File: src/rtl/ccpcu_defs.svh
// Register offsets, field positions, reset values and timing counts of the compare/PWM unit
`ifndef CCPCU_DEFS_SVH
`define CCPCU_DEFS_SVH

`define CCPCU_ADDR_W        5
`define CCPCU_OFF_IRQ_FLAGS 5'h00
`define CCPCU_OFF_IRQ_ENAB  5'h01
`define CCPCU_OFF_IRQ_PRIO  5'h02
`define CCPCU_OFF_T1_CTRL   5'h03
`define CCPCU_OFF_T3_CTRL   5'h04
`define CCPCU_OFF_T1_LOW    5'h05
`define CCPCU_OFF_T1_HIGH   5'h06
`define CCPCU_OFF_T3_LOW    5'h07
`define CCPCU_OFF_T3_HIGH   5'h08
`define CCPCU_OFF_CH1_LOW   5'h09
`define CCPCU_OFF_CH1_HIGH  5'h0A
`define CCPCU_OFF_CH1_CTRL  5'h0B
`define CCPCU_OFF_CH2_LOW   5'h0C
`define CCPCU_OFF_CH2_HIGH  5'h0D
`define CCPCU_OFF_CH2_CTRL  5'h0E
`define CCPCU_OFF_T2_COUNT  5'h0F
`define CCPCU_OFF_T2_PERIOD 5'h10
`define CCPCU_OFF_T2_CTRL   5'h11
`define CCPCU_OFF_T2_STATUS 5'h12

// Channel flag/enable positions (channel index + 1), then masks and timer control bit positions
`define CCPCU_BIT_CH1_IRQ   1
`define CCPCU_BIT_CH2_IRQ   2
`define CCPCU_IRQ_MASK      8'h06
`define CCPCU_CTRL_MASK     8'h3F
`define CCPCU_BIT_T1_ON     0
`define CCPCU_BIT_T3_ON     0
`define CCPCU_BIT_SEL_LO    3
`define CCPCU_BIT_SEL_HI    6
`define CCPCU_BIT_T2_ON     2
`define CCPCU_T2_CTRL_MASK  8'h7F

`define CCPCU_RST_BYTE      8'h00
`define CCPCU_RST_PERIOD    8'hFF
`define CCPCU_PRE_DIV4      4'h3
`define CCPCU_PRE_DIV16     4'hF

`endif

File: src/rtl/ccpcu_pkg.sv
// Types shared by the compare/PWM unit
package ccpcu_pkg;

  typedef enum logic [3:0] {
    CCPCU_MODE_OFF    = 4'h0,
    CCPCU_MODE_TOGGLE = 4'h2,
    CCPCU_MODE_SET    = 4'h8,
    CCPCU_MODE_CLEAR  = 4'h9,
    CCPCU_MODE_SWI    = 4'hA,
    CCPCU_MODE_SEVT   = 4'hB
  } ccpcu_mode_e;

  typedef struct packed {
    logic [1:0] unused;
    logic [1:0] dutyLsb;
    logic [3:0] mode;
  } ccpcu_ctrl_s;

  typedef struct packed {
    logic [4:0] addr;
    logic [7:0] wrData;
    logic       wrStb;
    logic       rdStb;
  } ccpcu_bus_s;

endpackage

File: src/rtl/ccpcu_top.sv
// Two-channel compare/PWM unit with its timers and a byte register port
`include "ccpcu_defs.svh"
`timescale 1ns/10ps
`default_nettype none

module ccpcu_top #(
  parameter int unsigned TMR_W = 16,
  parameter int unsigned PWM_W = 8
) (
  input  wire logic                mclk,
  input  wire logic                resetn,
  input  wire ccpcu_pkg::ccpcu_bus_s busIn,
  input  wire logic                adcEnabled,
  output logic [7:0]               rdData,
  output logic [1:0]               ccpOut,
  output logic                     irqReq,
  output logic                     adcStart
);
  import ccpcu_pkg::*;

  if (TMR_W != 16 || PWM_W != 8) begin : g_bad_params
    $error("ccpcu_top supports only 16-bit compare timers and an 8-bit PWM timer");
  end

  // Register write decode
  wire logic wrFlags  = busIn.wrStb && (busIn.addr == `CCPCU_OFF_IRQ_FLAGS);
  wire logic wrEnab   = busIn.wrStb && (busIn.addr == `CCPCU_OFF_IRQ_ENAB);
  wire logic wrPrio   = busIn.wrStb && (busIn.addr == `CCPCU_OFF_IRQ_PRIO);
  wire logic wrT1Ctrl = busIn.wrStb && (busIn.addr == `CCPCU_OFF_T1_CTRL);
  wire logic wrT3Ctrl = busIn.wrStb && (busIn.addr == `CCPCU_OFF_T3_CTRL);
  wire logic wrT1Low  = busIn.wrStb && (busIn.addr == `CCPCU_OFF_T1_LOW);
  wire logic wrT1High = busIn.wrStb && (busIn.addr == `CCPCU_OFF_T1_HIGH);
  wire logic wrT3Low  = busIn.wrStb && (busIn.addr == `CCPCU_OFF_T3_LOW);
  wire logic wrT3High = busIn.wrStb && (busIn.addr == `CCPCU_OFF_T3_HIGH);
  wire logic wrT2Cnt  = busIn.wrStb && (busIn.addr == `CCPCU_OFF_T2_COUNT);
  wire logic wrT2Per  = busIn.wrStb && (busIn.addr == `CCPCU_OFF_T2_PERIOD);
  wire logic wrT2Ctrl = busIn.wrStb && (busIn.addr == `CCPCU_OFF_T2_CTRL);
  wire logic wrT2Stat = busIn.wrStb && (busIn.addr == `CCPCU_OFF_T2_STATUS);

  wire logic [1:0] wrChLow;
  wire logic [1:0] wrChHigh;
  wire logic [1:0] wrChCtrl;
  assign wrChLow  = {busIn.wrStb && (busIn.addr == `CCPCU_OFF_CH2_LOW),
                     busIn.wrStb && (busIn.addr == `CCPCU_OFF_CH1_LOW)};
  assign wrChHigh = {busIn.wrStb && (busIn.addr == `CCPCU_OFF_CH2_HIGH),
                     busIn.wrStb && (busIn.addr == `CCPCU_OFF_CH1_HIGH)};
  assign wrChCtrl = {busIn.wrStb && (busIn.addr == `CCPCU_OFF_CH2_CTRL),
                     busIn.wrStb && (busIn.addr == `CCPCU_OFF_CH1_CTRL)};

  // Software-visible registers and registered outputs
  logic [7:0]       irqFlags_q;
  logic [7:0]       irqEnab_q;
  logic [7:0]       irqPrio_q;
  logic [7:0]       t1Ctrl_q;
  logic [7:0]       t3Ctrl_q;
  logic [TMR_W-1:0] t1Count_q;
  logic [TMR_W-1:0] t3Count_q;
  logic [PWM_W-1:0] t2Count_q;
  logic [PWM_W-1:0] t2Period_q;
  logic [7:0]       t2Ctrl_q;
  logic             t2Flag_q;
  logic [7:0]       rdData_q;
  logic             irqReq_q;
  logic             adcStart_q;

  // Per-channel views, all but chUsesT3 driven from the generate blocks
  wire logic [7:0]  chLow    [2];
  wire logic [7:0]  chHigh   [2];
  wire ccpcu_ctrl_s chCtrl   [2];
  wire logic [1:0]  chMatch;
  wire logic [1:0]  chSevt;
  wire logic [1:0]  chUsesT3;
  wire logic [1:0]  chPin;

  // Time base selection per channel
  wire logic selLo = t3Ctrl_q[`CCPCU_BIT_SEL_LO];
  wire logic selHi = t3Ctrl_q[`CCPCU_BIT_SEL_HI];
  assign chUsesT3 = {selHi | selLo, selHi};

  // Special event triggers reset whichever pair the triggering channel uses
  wire logic t1Reset = |(chSevt & ~chUsesT3);
  wire logic t3Reset = |(chSevt & chUsesT3);
  wire logic t1On    = t1Ctrl_q[`CCPCU_BIT_T1_ON];
  wire logic t3On    = t3Ctrl_q[`CCPCU_BIT_T3_ON];

  // Compare timers: trigger reset beats a byte write, which beats counting
  wire logic [TMR_W-1:0] t1Next = wrT1Low  ? {t1Count_q[15:8], busIn.wrData} :
                                  wrT1High ? {busIn.wrData, t1Count_q[7:0]} :
                                  t1On     ? t1Count_q + 16'h0001 : t1Count_q;
  wire logic [TMR_W-1:0] t3Next = wrT3Low  ? {t3Count_q[15:8], busIn.wrData} :
                                  wrT3High ? {busIn.wrData, t3Count_q[7:0]} :
                                  t3On     ? t3Count_q + 16'h0001 : t3Count_q;

  // PWM timer prescaler and two low-order bits that extend the count
  logic [3:0] t2Pre_q;
  logic [1:0] t2Fine_q;
  logic [3:0] t2Post_q;
  wire logic       t2On    = t2Ctrl_q[`CCPCU_BIT_T2_ON];
  wire logic [3:0] preLast = (t2Ctrl_q[1:0] == 2'h0) ? 4'h0 :
                             (t2Ctrl_q[1:0] == 2'h1) ? `CCPCU_PRE_DIV4 : `CCPCU_PRE_DIV16;
  wire logic       fineTick   = t2On && (t2Pre_q == preLast);
  wire logic       incTick    = fineTick && (t2Fine_q == 2'h3);
  wire logic       periodTick = incTick && (t2Count_q == t2Period_q);
  wire logic [3:0] postLast   = t2Ctrl_q[6:3];
  wire logic       postDone   = periodTick && (t2Post_q == postLast);
  // Compare against the coming fine count so the registered pin falls on time, not one clock late
  wire logic [9:0] t2FineNext = {t2Count_q, t2Fine_q} + 10'h001;

  // Flag set from compare matches
  wire logic [7:0] flagSet = {5'h00, chMatch, 1'b0};

  always_ff @(posedge mclk)
  begin
    if (!resetn)
    begin
      t1Count_q <= 16'h0000;
      t3Count_q <= 16'h0000;
    end
    else
    begin
      t1Count_q <= t1Reset ? 16'h0000 : t1Next;
      t3Count_q <= t3Reset ? 16'h0000 : t3Next;
    end
  end

  always_ff @(posedge mclk)
  begin
    if (!resetn)
    begin
      irqFlags_q <= `CCPCU_RST_BYTE;
      irqEnab_q  <= `CCPCU_RST_BYTE;
      irqPrio_q  <= `CCPCU_RST_BYTE;
      t1Ctrl_q   <= `CCPCU_RST_BYTE;
      t3Ctrl_q   <= `CCPCU_RST_BYTE;
      t2Ctrl_q   <= `CCPCU_RST_BYTE;
    end
    else
    begin
      // A match in the clearing cycle still lands
      irqFlags_q <= ((wrFlags ? busIn.wrData : irqFlags_q) | flagSet) & `CCPCU_IRQ_MASK;
      if (wrEnab)
        irqEnab_q <= busIn.wrData & `CCPCU_IRQ_MASK;
      if (wrPrio)
        irqPrio_q <= busIn.wrData & `CCPCU_IRQ_MASK;
      if (wrT1Ctrl)
        t1Ctrl_q <= busIn.wrData;
      if (wrT3Ctrl)
        t3Ctrl_q <= busIn.wrData;
      if (wrT2Ctrl)
        t2Ctrl_q <= busIn.wrData & `CCPCU_T2_CTRL_MASK;
    end
  end

  always_ff @(posedge mclk)
  begin
    if (!resetn)
    begin
      t2Pre_q    <= 4'h0;
      t2Fine_q   <= 2'h0;
      t2Count_q  <= 8'h00;
      t2Period_q <= `CCPCU_RST_PERIOD;
      t2Post_q   <= 4'h0;
      t2Flag_q   <= 1'b0;
    end
    else
    begin
      t2Pre_q  <= (!t2On || fineTick) ? 4'h0 : t2Pre_q + 4'h1;
      t2Fine_q <= fineTick ? t2Fine_q + 2'h1 : t2Fine_q;
      if (wrT2Cnt)
        t2Count_q <= busIn.wrData;
      else if (periodTick)
        t2Count_q <= 8'h00;
      else if (incTick)
        t2Count_q <= t2Count_q + 8'h01;
      if (wrT2Per)
        t2Period_q <= busIn.wrData;
      // Postscaler only paces the timer flag; PWM period ignores it
      if (periodTick)
        t2Post_q <= postDone ? 4'h0 : t2Post_q + 4'h1;
      t2Flag_q <= postDone | (wrT2Stat ? busIn.wrData[0] : t2Flag_q);
    end
  end

  genvar g;
  for (g = 0; g < 2; g++) begin : g_chan
    logic [7:0]  low_q;
    logic [7:0]  high_q;
    ccpcu_ctrl_s ctrl_q;
    logic [1:0]  dutyLat_q;
    logic        pin_q;
    logic        eqPrev_q;

    wire logic [TMR_W-1:0] base    = chUsesT3[g] ? t3Count_q : t1Count_q;
    wire logic             isPwm   = (ctrl_q.mode[3:2] == 2'b11);
    wire logic             isCmp   = (ctrl_q.mode[3:2] == 2'b10) || (ctrl_q.mode == CCPCU_MODE_TOGGLE);
    wire logic             eqNow   = ({high_q, low_q} == base);
    // Fire once per arrival at the value so a stopped timer cannot retrigger
    wire logic             match   = isCmp && eqNow && !eqPrev_q;
    wire logic             ctrlClr = wrChCtrl[g] && (busIn.wrData == 8'h00);
    // Ten-bit duty against timer plus two fine bits
    wire logic [9:0]       dutyNew = {low_q, ctrl_q.dutyLsb};
    wire logic             dutyHit = fineTick && ({high_q, dutyLat_q} == t2FineNext);

    assign chLow[g]   = low_q;
    assign chHigh[g]  = high_q;
    assign chCtrl[g]  = ctrl_q;
    assign chMatch[g] = match;
    assign chSevt[g]  = match && (ctrl_q.mode == CCPCU_MODE_SEVT);
    assign chPin[g]   = pin_q;

    always_ff @(posedge mclk)
    begin
      if (!resetn)
      begin
        low_q     <= `CCPCU_RST_BYTE;
        high_q    <= `CCPCU_RST_BYTE;
        ctrl_q    <= ccpcu_ctrl_s'(`CCPCU_RST_BYTE);
        dutyLat_q <= 2'h0;
        eqPrev_q  <= 1'b0;
      end
      else
      begin
        eqPrev_q <= eqNow;
        if (wrChLow[g])
          low_q <= busIn.wrData;
        // Duty buffer is read-only while in PWM mode
        if (isPwm && periodTick)
        begin
          high_q    <= low_q;
          dutyLat_q <= ctrl_q.dutyLsb;
        end
        else if (wrChHigh[g] && !isPwm)
          high_q <= busIn.wrData;
        if (wrChCtrl[g])
          ctrl_q <= ccpcu_ctrl_s'(busIn.wrData & `CCPCU_CTRL_MASK);
      end
    end

    always_ff @(posedge mclk)
    begin
      if (!resetn)
        pin_q <= 1'b0;
      else if (ctrlClr)
        pin_q <= 1'b0;
      else if (isPwm)
      begin
        if (periodTick)
          pin_q <= (dutyNew != 10'h000);
        else if (dutyHit)
          pin_q <= 1'b0;
      end
      else if (match)
      begin
        unique case (ctrl_q.mode)
          CCPCU_MODE_SET:    pin_q <= 1'b1;
          CCPCU_MODE_CLEAR:  pin_q <= 1'b0;
          CCPCU_MODE_TOGGLE: pin_q <= ~pin_q;
          default:           pin_q <= pin_q;
        endcase
      end
    end
  end

  // Read selection; unmapped offsets read zero
  wire logic [7:0] rdMux =
    (busIn.addr == `CCPCU_OFF_IRQ_FLAGS) ? irqFlags_q :
    (busIn.addr == `CCPCU_OFF_IRQ_ENAB)  ? irqEnab_q :
    (busIn.addr == `CCPCU_OFF_IRQ_PRIO)  ? irqPrio_q :
    (busIn.addr == `CCPCU_OFF_T1_CTRL)   ? t1Ctrl_q :
    (busIn.addr == `CCPCU_OFF_T3_CTRL)   ? t3Ctrl_q :
    (busIn.addr == `CCPCU_OFF_T1_LOW)    ? t1Count_q[7:0] :
    (busIn.addr == `CCPCU_OFF_T1_HIGH)   ? t1Count_q[15:8] :
    (busIn.addr == `CCPCU_OFF_T3_LOW)    ? t3Count_q[7:0] :
    (busIn.addr == `CCPCU_OFF_T3_HIGH)   ? t3Count_q[15:8] :
    (busIn.addr == `CCPCU_OFF_CH1_LOW)   ? chLow[0] :
    (busIn.addr == `CCPCU_OFF_CH1_HIGH)  ? chHigh[0] :
    (busIn.addr == `CCPCU_OFF_CH1_CTRL)  ? 8'(chCtrl[0]) :
    (busIn.addr == `CCPCU_OFF_CH2_LOW)   ? chLow[1] :
    (busIn.addr == `CCPCU_OFF_CH2_HIGH)  ? chHigh[1] :
    (busIn.addr == `CCPCU_OFF_CH2_CTRL)  ? 8'(chCtrl[1]) :
    (busIn.addr == `CCPCU_OFF_T2_COUNT)  ? t2Count_q :
    (busIn.addr == `CCPCU_OFF_T2_PERIOD) ? t2Period_q :
    (busIn.addr == `CCPCU_OFF_T2_CTRL)   ? t2Ctrl_q :
    (busIn.addr == `CCPCU_OFF_T2_STATUS) ? {7'h00, t2Flag_q} : 8'h00;

  always_ff @(posedge mclk)
  begin
    if (!resetn)
    begin
      rdData_q   <= 8'h00;
      irqReq_q   <= 1'b0;
      adcStart_q <= 1'b0;
    end
    else
    begin
      rdData_q   <= busIn.rdStb ? rdMux : 8'h00;
      irqReq_q   <= |(irqFlags_q & irqEnab_q);
      // Only the second channel may start a conversion
      adcStart_q <= chSevt[1] && adcEnabled;
    end
  end

  assign rdData   = rdData_q;
  assign ccpOut   = chPin;
  assign irqReq   = irqReq_q;
  assign adcStart = adcStart_q;

endmodule // ccpcu_top

`default_nettype wire

File: config.mk
export PLATFORM = sky130hd
export DESIGN_NAME = ccpcu_top
export DESIGN_NICKNAME = d
export VERILOG_FILES = /design/src/rtl/ccpcu_pkg.sv /design/src/rtl/ccpcu_top.sv
export VERILOG_INCLUDE_DIRS = /design/src /design/src/rtl
export SDC_FILE = /design/constraint.sdc
export NUM_CORES = 1
export LEC_CHECK = 0
export BUFFER_PORTS_ARGS = -buffer_cell sky130_fd_sc_hd__buf_2
export CAP_MARGIN = 10
export CORE_ASPECT_RATIO = 0.6
export CORE_MARGIN = 10
export CORE_UTILIZATION = 43
export DETAILED_ROUTE_END_ITERATION = 8
export GPL_ROUTABILITY_DRIVEN = 0
export MAX_ROUTING_LAYER = met4
export SLEW_MARGIN = 40
export SYNTH_ARGS = -nofsm -noshare
export SYNTH_HDL_FRONTEND = slang
export SYNTH_SLANG_ARGS = --single-unit
File: constraint.sdc
create_clock -name mclk -period 3.3 [get_ports mclk]
set_input_delay 0.495 -clock mclk [delete_from_list [all_inputs] [get_ports mclk]]
set_output_delay 0.495 -clock mclk [all_outputs]
set_load 0.01 [all_outputs]
# Word-level counts from Yosys, hierarchy flattened
# Cells that the tools add are included.
[word_totals]
reg_bits = 150
inputBits = 18
out_inout_bits = 12
[classes]
add_sub_neg = 7
eq_ne = 43
mux = 49
bitwise = 12
n_reduce_logical = 75
[ops]
columns = ["op", "n"]
rows = [
  ["8-bit 2-to-1 mux", 26],
  ["16-bit 2-to-1 mux", 6],
  ["5-bit by 4-bit == test with 1-bit output (second input constant)", 8],
  ["1-bit logical AND", 38],
  ["16-bit by 1-bit adder with 16-bit output (second input constant)", 2],
  ["16-bit == test", 2],
  ["4-bit == test (second input constant)", 6],
  ["10-bit == test", 2],
  ["5-bit by 3-bit == test with 1-bit output (second input constant)", 4],
  ["10-bit nonzero test", 2],
  ["2-bit nonzero test", 8],
  ["5-bit == test (second input constant)", 3],
  ["4-bit 2-to-1 mux", 3],
  ["10-bit by 1-bit adder with 10-bit output (second input constant)", 1],
  ["2-bit == test (second input constant)", 5],
  ["5-bit by 2-bit == test with 1-bit output (second input constant)", 2],
  ["1-bit 2-to-1 mux", 10],
  ["2-bit AND reduction", 5],
  ["4-bit by 1-bit adder with 4-bit output (second input constant)", 2],
  ["8-bit by 1-bit adder with 8-bit output (second input constant)", 1],
  ["4-bit by 2-bit == test with 1-bit output (second input constant)", 2],
  ["4-bit == test", 2],
  ["8-bit == test", 1],
  ["8-bit zero test", 1],
  ["other kinds (24)", 44],
]

# Logic depth before layout (Yosys ltp)
# Gate-level depths: netlist of run 1.
[logic_depth]
word_depth = 20
mapped_depth = 12

# Least setup slack after synthesis of run 1
# Ideal clock, no wire load.
[synth_path]
path_type = "flip-flop to flip-flop"
start = "reg t2Fine_q[1]"
end = "reg g_chan[0].pin_q"
arrival_time_ns = 2.681
required_ns = 3.184
slack_ns = 0.503
path_stages_with_launch = 9
synth_period_minus_slack_ns = 2.797
cell_sequence = "dfxtp_1 -> ha_1 -> xor2_1 -> or3_1 -> a311o_1 -> or4_1 -> o41a_1 -> a211o_1 -> o211a_1"
[synth_between]
elab_chain_len = 5
[synth_lines]
columns = ["element", "line", "text"]
rows = [
  ["from (decl)", "ccpcu_top.sv:96", "logic [1:0] t2Fine_q;"],
  ["from (signal assigned)", "ccpcu_top.sv:168", "t2Fine_q <= fineTick ? t2Fine_q + 2'h1 : t2Fine_q;"],
  ["10-bit by 1-bit adder with 10-bit output", "ccpcu_top.sv:107", "wire logic [9:0] t2FineNext = {t2Count_q, t2Fine_q} + 10'h001;"],
  ["named net t2FineNext[1]", "ccpcu_top.sv:107", ""],
  ["10-bit == test", "ccpcu_top.sv:202", "wire logic dutyHit = fineTick && ({high_q, dutyLat_q} == t2FineNext);"],
  ["1-bit logical AND", "ccpcu_top.sv:202", ""],
  ["3-bit by 2-bit != test with 1-bit output (no line)", "--", ""],
  ["3-bit AND reduction (no line)", "--", ""],
  ["to (signal assigned)", "ccpcu_top.sv:248", "pin_q <= (dutyNew != 10'h000);"],
  ["to (signal assigned)", "ccpcu_top.sv:257", "CCPCU_MODE_TOGGLE: pin_q <= ~pin_q;"],
  ["to (signal assigned)", "ccpcu_top.sv:258", "default: pin_q <= pin_q;"],
  ["to (decl)", "ccpcu_top.sv:190", "logic pin_q;"],
]
# The timed path passes the listed nets, and every way through them passes these cells.
# A chain may end at the register's enable or synchronous reset.

# Worst setup path after layout of run 1
[layout_path]
start = "reg t3Ctrl_q[6]"
end = "reg t1Count_q[1]"
[layout_between]
elab_chain_len = 8
[layout_lines]
columns = ["element", "line", "text"]
rows = [
  ["from (decl)", "ccpcu_top.sv:55", "logic [7:0] t3Ctrl_q;"],
  ["from (signal assigned)", "ccpcu_top.sv:134", "t3Ctrl_q <= `CCPCU_RST_BYTE;"],
  ["from (signal assigned)", "ccpcu_top.sv:148", "t3Ctrl_q <= busIn.wrData;"],
  ["1-bit bitwise OR", "ccpcu_top.sv:78", "assign chUsesT3 = {selHi | selLo, selHi};"],
  ["16-bit 2-to-1 mux", "ccpcu_top.sv:193", "wire logic [TMR_W-1:0] base = chUsesT3[g] ? t3Count_q : t1Count_q;"],
  ["16-bit == test", "ccpcu_top.sv:196", "wire logic eqNow = ({high_q, low_q} == base);"],
  ["1-bit logical AND (2 in series)", "ccpcu_top.sv:198", "wire logic match = isCmp && eqNow && !eqPrev_q;"],
  ["1-bit logical AND", "ccpcu_top.sv:208", "assign chSevt[g] = match && (ctrl_q.mode == CCPCU_MODE_SEVT);"],
  ["2-bit AND (*)", "ccpcu_top.sv:81", "wire logic t1Reset = |(chSevt & ~chUsesT3);"],
  ["3-bit OR reduction (no line) (*)", "--", ""],
  ["to (signal assigned)", "ccpcu_top.sv:121", "t1Count_q <= t1Reset ? 16'h0000 : t1Next;"],
  ["to (decl)", "ccpcu_top.sv:56", "logic [TMR_W-1:0] t1Count_q;"],
]
# Mark *: on every way between the ends. The rest lies on a longest branch, timed or not.

==> results_dict.tcl, run 1 <==
set metrics [dict create \
    p_leak_nw 4.08 \
    holdWs_ps 302 \
    fin_util_pct 49.0 \
    muxShareOfSynthArea_pct 6.50 \
    rsz0062_at_grt "no" \
    vias 11100 \
    tritoncts "done" \
    grt_pass1_wl_um 62600 \
    synthArstFlopShare_pct 0 \
    p_comb_share_pct 14.0 \
    ant_nets 0 \
    swShare_pct 31.2 \
    finClkSkew_ps 16.9 \
    antenna_found_initial 0 \
    status "completed" \
    synth_top_family_by_area "compound AO/OA/AOI/OAI gates" \
    seqPwrFrac_pct 43.9 \
    clockRootBuffer "clkbuf_16" \
    core_mm2 0.0230 \
    cts.sinks 150 \
    path_class "reg2reg" \
    postCtsSetupBuffers 0 \
    ys_seq_elements 150 \
    nets 1371 \
    cts_resized 0 \
    synth_seq_area_share_pct 29.9 \
    synth-compound-area-share_pct 26.2 \
    ys_types 83 \
    synth_edf_count 0 \
    clkTransAtPathRegs_ps 80 \
    synthXorXnorAreaFrac_pct 7.29 \
    min_path_type "in2reg" \
    max_freq_mhz 332 \
    worst_slew_pin_slew_ps 790 \
    globalRouteOverflowTotal 0 \
    relSlewSlack_pct 47.1 \
    syn_to_final_growth_pct 12.3 \
    period_share_pct 91.3 \
    yosys_warnings 0 \
    io_pins 30 \
    drive_gt1_share_pct 12.5 \
    grt_start_max_net_pins 39 \
    vias_per_cell 6.60 \
    fp.dieW_um 217 \
    syn_area_per_cell_um2 7.53 \
    critical_path_required_ps 3640 \
    place_inst 1643 \
    ys.flop_type "dfxtp_1" \
    synth_nets 1356 \
    critical_path_arrival_ps 3360 \
    power_per_cell_area_mw_per_mm2 392 \
    drt_iter0_drc 1914 \
    numCtsBuffers 17 \
    clk_latency_ps 460 \
    grt_pass1_vias 9583 \
    period_needed_ps 3010 \
    design.die.area_mm2 0.0300 \
    drc 0 \
    rows 43 \
    netSwitchingPower_mw 1.38 \
    syn_area_mm2 0.0100 \
    end_kind "flop" \
    portBuffers 29 \
    postSynthCellCount 1332 \
    clockBufferDepth 2 \
    critPathMaxFanout 22 \
    p_clk_share_pct 42.1 \
    dp_hpwl_um 30800 \
    drtPass1Iterations 9 \
    power.total_mw 4.42 \
    die_h_um 138 \
    num_antenna_cells 0 \
    cts_max_level 4 \
    fin_cells 1675 \
    internal_power_mw 3.04 \
    critPathLaunchType "flop" \
    hold_violations 0 \
    drv_cap 0 \
    final_max_slew_viol_count 0 \
    finalSetupTns_ps 0 \
    synthSimpleGateAreaFrac_pct 23.0 \
    grt_usage_pct 27.9 \
    synth-adder-area-share_pct 0.748 \
    routed_wl_um 42200 \
    ir_drop_mv 0.368 \
    rrSetupSlack_ps 290 \
    cts_hold_buf 0 \
    setup_viol 0 \
    start_util_pct 43.6 \
    wl_per_cell_um 25.2 \
]
## metrics by stage
stage          cell area, um^2  worst slack [ps]
3_3_place_gp             10700               281
2_1_floorplan            10000               503
4_1_cts                  11300               374
3_5_place_dp             10700               253
6_report                 11300               286
5_1_grt                  11300               166
## worst paths after layout
check	depth (start not counted)	endpoint	startpoint
hold reg to reg	2	t3Ctrl_q[2]$_SDFFE_PN0P_	t3Ctrl_q[2]$_SDFFE_PN0P_
setup reg to reg	8	t1Count_q[1]$_SDFFE_PP0P_	t3Ctrl_q[6]$_SDFFE_PN0P_
setup / recovery	8	t1Count_q[1]$_SDFFE_PP0P_	t3Ctrl_q[6]$_SDFFE_PN0P_
hold / removal	3	adcStart$_SDFF_PN0_	adcEnabled
## synthesized netlist by cell type (11+ instances only)
master / n / share of area, %
a211oi_1: 20 / 1.5
a21oi_1: 122 / 6.1
a22o_1: 13 / 1.1
a22oi_1: 33 / 2.5
and3_1: 17 / 1.1
clkbuf_1: 97 / 3.6
dfxtp_1: 150 / 30
inv_1: 36 / 1.3
mux2i_1: 58 / 5.8
nand2_1: 128 / 4.8
nand3_1: 83 / 4.1
nand4_1: 17 / 1.1
nor2_1: 120 / 4.5
nor3_1: 22 / 1.1
nor4_1: 13 / 0.81
o21ai_0: 78 / 3.9
o22ai_1: 27 / 1.7
o32ai_1: 11 / 0.96
or3_1: 14 / 0.87
xnor2_1: 45 / 3.9
xor2_1: 36 / 3.1
## cell usage in the layout (no fill, tap or decap), types with 5 or more instances in the layout
master     Yosys  final
dfxtp_1      150    150
xnor2_1       45     45
o22ai_1       27     27
o221ai_1       8      8
o2111ai_1      7      7
nor3_1        22     22
o31ai_1        7      7
buf_2          6     29
a21oi_1      122    122
a221oi_1       7      7
o21ai_0       78     78
o32ai_1       11     11
nand2b_1      10     10
mux2i_1       58     58
clkbuf_16      0     17
clkinv_4       0      5
xor2_1        36     36
inv_1         36     36
a31oi_1        8      8
a22o_1        13     13
a221o_1        5      5
a211oi_1      20     20
a22oi_1       33     33
buf_4          3     85
nand3b_1       5      5
and4_1         6      6
o22a_1         6      6
nand3_1       83     83
and3_1        17     17
nor2_1       120    119
nand4_1       17     17
or3_1         14     14
nand2_1      128    128
ha_1           6      6
o211ai_1       6      6
nor2b_1       10     10
nor4_1        13     13
## critical path, stage by stage (launching register included)
cell and delay, ps:
dfxtp_1 370, buf_4 250, nor2_1 490, o221ai_1 230, o21ai_0 480, nand4_4 350
o311ai_4 350, buf_4 280, nor2_1 70
## logic make-up after synthesis
kind of cell / count (synthesis)
AOI/OAI and AO/OA: 400
DFF: 150
buffers and inverters: 157
muxes: 63
xor gates and xnor gates: 82
and+or+nand+nor: 474
adders and majority gates: 6
## state kept, by name, summed over array words and instances, names as in the netlist, 2 cells and up
register	count
irqEnab_q	2
g_chan.low_q	16
t2Pre_q	4
rdData	8
t2Fine_q	2
g_chan.eqPrev_q	2
t3Ctrl_q	8
t1Ctrl_q	8
t2Post_q	4
t2Count_q	8
g_chan.dutyLat_q	4
g_chan.high_q	16
t1Count_q	16
t2Ctrl_q	7
g_chan.pin_q	2
chCtrl	12
t3Count_q	16
irqFlags_q	2
t2Period_q	8
irqPrio_q	2
## layout make-up
cell class | count | area [um^2]
well taps | 315 | 394
clock inverters | 13 | 101
flip-flops and latches | 150 | 3000
repair buffers | 114 | 783
multi-input cells | 1025 | 6400
fillers | 2308 | 11800
clock buffers | 19 | 443
inverters | 39 | 146
## metal layers
| metal | track usage, % | routed length, um |
|---|---|---|
| met1 | 40.9 | 18900 |
| met2 | 32.7 | 15100 |
| met3 | 11.7 | 7220 |
| met4 | 7.48 | 1000 |
| met5 | - | 0 |
## power by group through the flow
stage / Clock (mW) / Combinational [mW] / Sequential [mW]
after CTS: 1.88 / 0.587 / 1.93
final: 1.86 / 0.620 / 1.94
after detailed placement: 0 / 0.583 / 1.97
after global placement: 0 / 0.582 / 1.97
after global routing: 1.95 / 0.646 / 1.94
after floorplan: 0 / 0.366 / 1.93
No activity file was read; power rests on OpenSTA's default activity.
==> run 2: changes to the inputs <==
--- a/config.mk
+++ b/config.mk
@@ -14,6 +14,7 @@
 export DETAILED_ROUTE_END_ITERATION = 8
 export GPL_ROUTABILITY_DRIVEN = 0
 export MAX_ROUTING_LAYER = met4
+export PLACE_DENSITY_LB_ADDON = 0.08
 export SLEW_MARGIN = 40
 export SYNTH_ARGS = -nofsm -noshare
 export SYNTH_HDL_FRONTEND = slang
==> constraint.sdc (replaced) <==
create_clock -name mclk -period 3.2 [get_ports mclk]
set_input_delay 0.48 -clock mclk [delete_from_list [all_inputs] [get_ports mclk]]
set_output_delay 0.48 -clock mclk [all_outputs]
set_load 0.01 [all_outputs]
==> run 2 against run 1 <==
Effect of this change:
- utilization is 0.74 points higher
- critical endpoint is now t1Count_q[6]$_SDFFE_PP0P_
- critical path depth stayed put
- register-to-register slack worse by 70 ps
- sequential share of layout area is 0.40 points lower
- power is 6.9% higher
- sequential cell count stayed put
- via count hardly changed
- highest routed layer unchanged
- combinational power is 3.9% higher
==> results_dict.tcl, run 2 (same netlist as run 1, synthesis figures left out) <==
set metrics [dict create \
    cts_resized 0 \
    final_max_slew_viol_count 0 \
    place_inst 1659 \
    clkTransAtPathRegs_ps 70 \
    io_pins 30 \
    end_kind "flop" \
    rrSetupSlack_ps 210 \
    worstReg2RegStart "t3Ctrl_q[6]$_SDFFE_PN0P_" \
    grt_pass1_wl_um 64900 \
    grt_usage_pct 29.0 \
    rows 43 \
    status "completed" \
    tritoncts "done" \
    critical_path_required_ps 3530 \
    vias_per_cell 6.54 \
    dp_hpwl_um 31900 \
    p_comb_share_pct 13.6 \
    ant_nets 0 \
    pre_cts_ws_ps 194 \
    path_class "reg2reg" \
    layout_commonest_cell "dfxtp_1" \
    grt_pass1_vias 9526 \
    worst_slew_pin_slew_ps 851 \
    start_util_pct 43.6 \
    wl_per_cell_um 26.0 \
    critical_path_arrival_ps 3310 \
    netSwitchingPower_mw 1.43 \
    internal_power_mw 3.30 \
    drc 0 \
    final_cell_mix "dfxtp_1, nand2_1, a21oi_1" \
    holdWs_ps 267 \
    clk_latency_ps 450 \
    hold_violations 0 \
    grtUsageMet1_pct 43.4 \
    critPathMaxFanout 16 \
    critPathLaunchType "flop" \
    core_mm2 0.0230 \
    hp-start "adcEnabled" \
    period_needed_ps 2990 \
    finClkSkew_ps 12.8 \
    cts.sinks 150 \
    fin_cells 1692 \
    drtPass1Iterations 6 \
    seqPwrFrac_pct 42.3 \
    postCtsSetupBuffers 0 \
    nets 1387 \
    drive_gt1_share_pct 13.4 \
    antenna_found_initial 1 \
    p_clk_share_pct 44.1 \
    min_path_type "in2reg" \
    use_met2_pct 33.7 \
    drv_cap 0 \
    die_h_um 138 \
    grt-busiest-layer "met1" \
    setup_viol 0 \
    crit_start "t3Ctrl_q[6]$_SDFFE_PN0P_" \
    fin_util_pct 49.7 \
    syn_to_final_growth_pct 14.0 \
    drt_iter0_drc 1846 \
    relSlewSlack_pct 42.6 \
    finalSetupTns_ps 0 \
    design.die.area_mm2 0.0300 \
    swShare_pct 30.2 \
    clockBufferDepth 2 \
    ir_drop_mv 0.340 \
    gr-usage-met3_pct 11.5 \
    cts_hold_buf 0 \
    routed_wl_um 44000 \
    period_share_pct 93.4 \
    vias 11100 \
    grt_start_max_net_pins 55 \
    power_per_cell_area_mw_per_mm2 413 \
    clockRootBuffer "clkbuf_16" \
    max_freq_mhz 335 \
    globalRouteOverflowTotal 0 \
    numCtsBuffers 17 \
    fp.dieW_um 217 \
    rsz0062_at_grt "no" \
    cts_max_level 4 \
    p_leak_nw 4.20 \
    worst_slack_ps 212 \
    portBuffers 29 \
]
-- run 2: cell types whose count changed in the layout (fill, tap and decap cells not counted) --
cell        delta
buf_12         +1
buf_4         +15
bufinv_16      +2
clkinv_4       -3
clkinvlp_4     -1
diode_2        +1
inv_6          +2
nor2_1         +1
nor2_2         -1
nor4bb_1       +1
nor4bb_2       -1
-- run 2: layout make-up --
type	instances	area, um^2
Clock inverter	13	145
Timing Repair Buffer	130	916
Antenna cell	1	2.50
Fill cell	2339	11600
Multi-Input combinational cell	1025	6390
Tap cell	315	394
Inverter	39	146
Sequential cell	150	3000
Clock buffer	19	443
-- run 2: per-stage QoR --
step                instance area, um^2  power [mW]
global placement                  10900        2.64
finish                            11400        4.72
CTS                               11400        4.70
global route                      11400        4.85
floorplan                         10000        2.37
detailed placement                10900        2.64
-- run 2: power groups by stage --
stage	combinational (mW)	clock (mW)	sequential, mW
after floorplan	0.378	0	1.99
after global placement	0.610	0	2.03
after detailed placement	0.610	0	2.03
after CTS	0.613	2.10	1.99
after global routing	0.671	2.18	1.99
final	0.644	2.08	2.00
-- run 2: critical path: stages (launching register included) --
cell       delay (ps)
dfxtp_1           430
or2_1             380
mux2_4            350
a2111oi_2         390
and4b_1           330
nand4_4           280
o311ai_4          310
buf_4             290
nor2_1             80
-- run 2: path summary, 6_finish.rpt --
kind	endpoint	depth (start not counted)
worst min-delay path	adcStart$_SDFF_PN0_	3
worst max-delay path	t1Count_q[6]$_SDFFE_PP0P_	8
worst min register to register	t3Ctrl_q[1]$_SDFFE_PN0P_	2
worst max register to register	t1Count_q[6]$_SDFFE_PP0P_	8
-- run 2: per-layer routing --
metal | vias up | share of wire [%]
met3 | 88 | 17
met4 | 0 | 2.2
met1 | 5199 | 45
li1 | 4958 | -
met5 | - | 0
met2 | 824 | 36
==> run 3: changes to the inputs <==
--- a/config.mk
+++ b/config.mk
@@ -6,6 +6,7 @@
 export SDC_FILE = /design/constraint.sdc
 export NUM_CORES = 1
 export LEC_CHECK = 0
+export ABC_AREA = 1
 export BUFFER_PORTS_ARGS = -buffer_cell sky130_fd_sc_hd__buf_2
 export CAP_MARGIN = 10
 export CORE_ASPECT_RATIO = 0.6
==> run 3 against run 2 <==
Effect of this change:
- clock skew decreased by 1.2 ps
- critical path depth grew 5
- hold slack worse by 16 ps
- clock power is 3% higher
- final area is 12% lower
- area after synthesis is 9.3% lower
- cell count down 0.41%
- via count down 12%
- die area decreased by 8.2%
- utilization shrank 1.6 points
- global-route usage fell by 3.0 points
- non-clock buffer count shrank 84
==> results_dict.tcl, run 3 <==
set metrics [dict create \
    dp_hpwl_um 26600 \
    ys.flop_type "dfxtp_1" \
    clockRootBuffer "clkbuf_16" \
    critPathMaxFanout 30 \
    synth_edf_count 0 \
    postSynthCellCount 1385 \
    drive_gt1_share_pct 8.47 \
    tritoncts "done" \
    synth_commonest_cells "nand2_1, dfxtp_1, nor2_1" \
    grt_usage_pct 25.9 \
    synth_nets 1409 \
    cts.sinks 150 \
    grt_pass1_wl_um 53400 \
    period_needed_ps 2630 \
    fin_cells 1685 \
    holdWs_ps 251 \
    start_util_pct 43.5 \
    wl_per_cell_um 21.1 \
    crit_family "simple AND/OR/NAND/NOR gates" \
    netlist_top_cells_area "dfxtp_1, nand2_1, o21ai_0, a21oi_1, xor2_1" \
    vias 9689 \
    cts_max_level 4 \
    portBuffers 29 \
    max_stage_delay_ps 350 \
    finClkSkew_ps 11.6 \
    globalRouteOverflowTotal 0 \
    end_kind "flop" \
    antenna_found_initial 1 \
    rows 41 \
    drc 0 \
    synth_top_area_share_pct 33.0 \
    routed_wl_um 35600 \
    p_leak_nw 3.80 \
    finalSetupTns_ps 0 \
    drtPass1Iterations 5 \
    syn_area_per_cell_um2 6.58 \
    grt_pass1_vias 8475 \
    critPathBufInv 3 \
    slowest_stage "dfxtp_1" \
    ir_drop_mv 0.365 \
    nets 1416 \
    synthArstFlopShare_pct 0 \
    syn_area_mm2 0.00911 \
    clockBufferDepth 2 \
    max_freq_mhz 380 \
    worst_slew_pin_slew_ps 772 \
    design.die.area_mm2 0.0276 \
    min_path_type "in2reg" \
    setup_viol 0 \
    fp.dieW_um 208 \
    core_mm2 0.0209 \
    critical_path_arrival_ps 3010 \
    drv_cap 0 \
    numCtsBuffers 17 \
    path_cells "buf_4, inv_2, o21ai_1, xor2_1, inv_1, nand4_1, nor2_1, and2_1, o2111ai_1, nor2_1, nor2_1, nand2_2, nor2_1" \
    yosys_warnings 0 \
    yosys.area.top_type "dfxtp_1" \
    clk_latency_ps 460 \
    ant_nets 0 \
    final_max_slew_viol_count 0 \
    relSlewSlack_pct 48.4 \
    period_share_pct 82.3 \
    critical_path_required_ps 3570 \
    ys_types 52 \
    die_h_um 133 \
    synth_seq_area_share_pct 33.0 \
    cts_resized 0 \
    rsz0062_at_grt "no" \
    clkTransAtPathRegs_ps 60 \
    place_inst 1652 \
    vias_per_cell 5.75 \
    status "completed" \
    syn_to_final_growth_pct 10.5 \
    yosysMostFrequentCell "nand2_1" \
    hold_violations 0 \
    rrSetupSlack_ps 570 \
    final.fill_count 2210 \
    postCtsSetupBuffers 0 \
    io_pins 30 \
    final_cell_mix "nand2_1, dfxtp_1, nor2_1" \
    critPathLaunchType "flop" \
    grt_start_max_net_pins 48 \
    ys_seq_elements 150 \
    cts_hold_buf 0 \
    drt_iter0_drc 1284 \
    path_class "reg2reg" \
    layout_commonest_cell "nand2_1" \
    path_common_cell "nor2_1" \
    power_per_cell_area_mw_per_mm2 432 \
]
-- run 3: cell count changes after synthesis, sizes merged, moves of 20 or more --
cell and delta:
nand2 +163, xor2 +27, mux2i -58, a211oi -20, nor2 +39, a22oi -25, o21ai +51, xnor2 -28
inv +118, clkbuf -62, nand4 +23
-- run 3: stage by stage --
step,total power [mW],cell area (um^2),util [%],worst slack [ps]
2_1_floorplan,2.12,9110,-,1160
3_3_place_gp,2.24,9470,45.2,286
3_5_place_dp,2.24,9470,45.2,293
4_1_cts,4.35,10100,48.1,629
5_1_grt,4.46,10100,48.1,314
6_report,4.35,10100,48.1,566
-- run 3: area by class of cell --
cell class | instances | area, um^2 | area share (%)
well taps | 279 | 349 | 3.47
flip-flops and latches | 150 | 3000 | 29.8
clock inverters | 11 | 148 | 1.47
multi-input cells | 1021 | 5250 | 52.2
diodes | 1 | 2.50 | 0.0249
repair buffers | 46 | 273 | 2.71
inverters | 156 | 588 | 5.84
clock buffers | 21 | 450 | 4.47
-- run 3: kinds of logic (layout without fill, tap and decap cells) --
kind of cell / Yosys count / after routing / synth area share (%)
compound gates: 322 / 322 / 19.6
xor+xnor: 80 / 80 / 7.69
fa+ha+maj: 6 / 6 / 0.824
buf+inv: 214 / 234 / 9.34
flops: 150 / 150 / 33.0
other cells: 0 / 1 / 0
simple gates: 613 / 613 / 29.6
-- run 3: report_power, final --
part	internal (mW)	total, mW	switching, mW
combinational	0.0686	0.301	0.232
sequential	1.89	1.91	0.0230
clock	1.25	2.14	0.892
total	3.21	4.35	1.15
-- run 3: layer usage --
| metal | routed length (um) | share of wire [%] | up-vias | track usage (%) |
|---|---|---|---|---|
| met2 | 12600 | 36 | 532 | 30.7 |
| met1 | 17200 | 48 | 4492 | 37.8 |
| met4 | 505 | 1.4 | 0 | 6.17 |
| met3 | 5280 | 15 | 45 | 11.3 |
| li1 | - | - | 4620 | - |
| met5 | 0 | 0 | - | - |
-- run 3: worst paths after layout --
check                           cells after the start                        end                      from
worst max-delay path                               13  t3Count_q[5]$_SDFFE_PP0P_  t3Ctrl_q[6]$_SDFFE_PN0P_
worst min-delay path                                3        adcStart$_SDFF_PN0_                adcEnabled
worst max register to register                     13  t3Count_q[5]$_SDFFE_PP0P_  t3Ctrl_q[6]$_SDFFE_PN0P_
worst min register to register                      2   t3Ctrl_q[7]$_SDFFE_PN0P_  t3Ctrl_q[7]$_SDFFE_PN0P_
-- run 3: worst reg2reg max path: stages, from the launching register on --
cell       delay, ps
dfxtp_1          350
buf_4            280
inv_2            140
o21ai_1          190
xor2_1           160
inv_1             50
nand4_1          120
nor2_1            60
and2_1           180
o2111ai_1        130
nor2_1            70
nor2_1           320
nand2_2          310
nor2_1           190
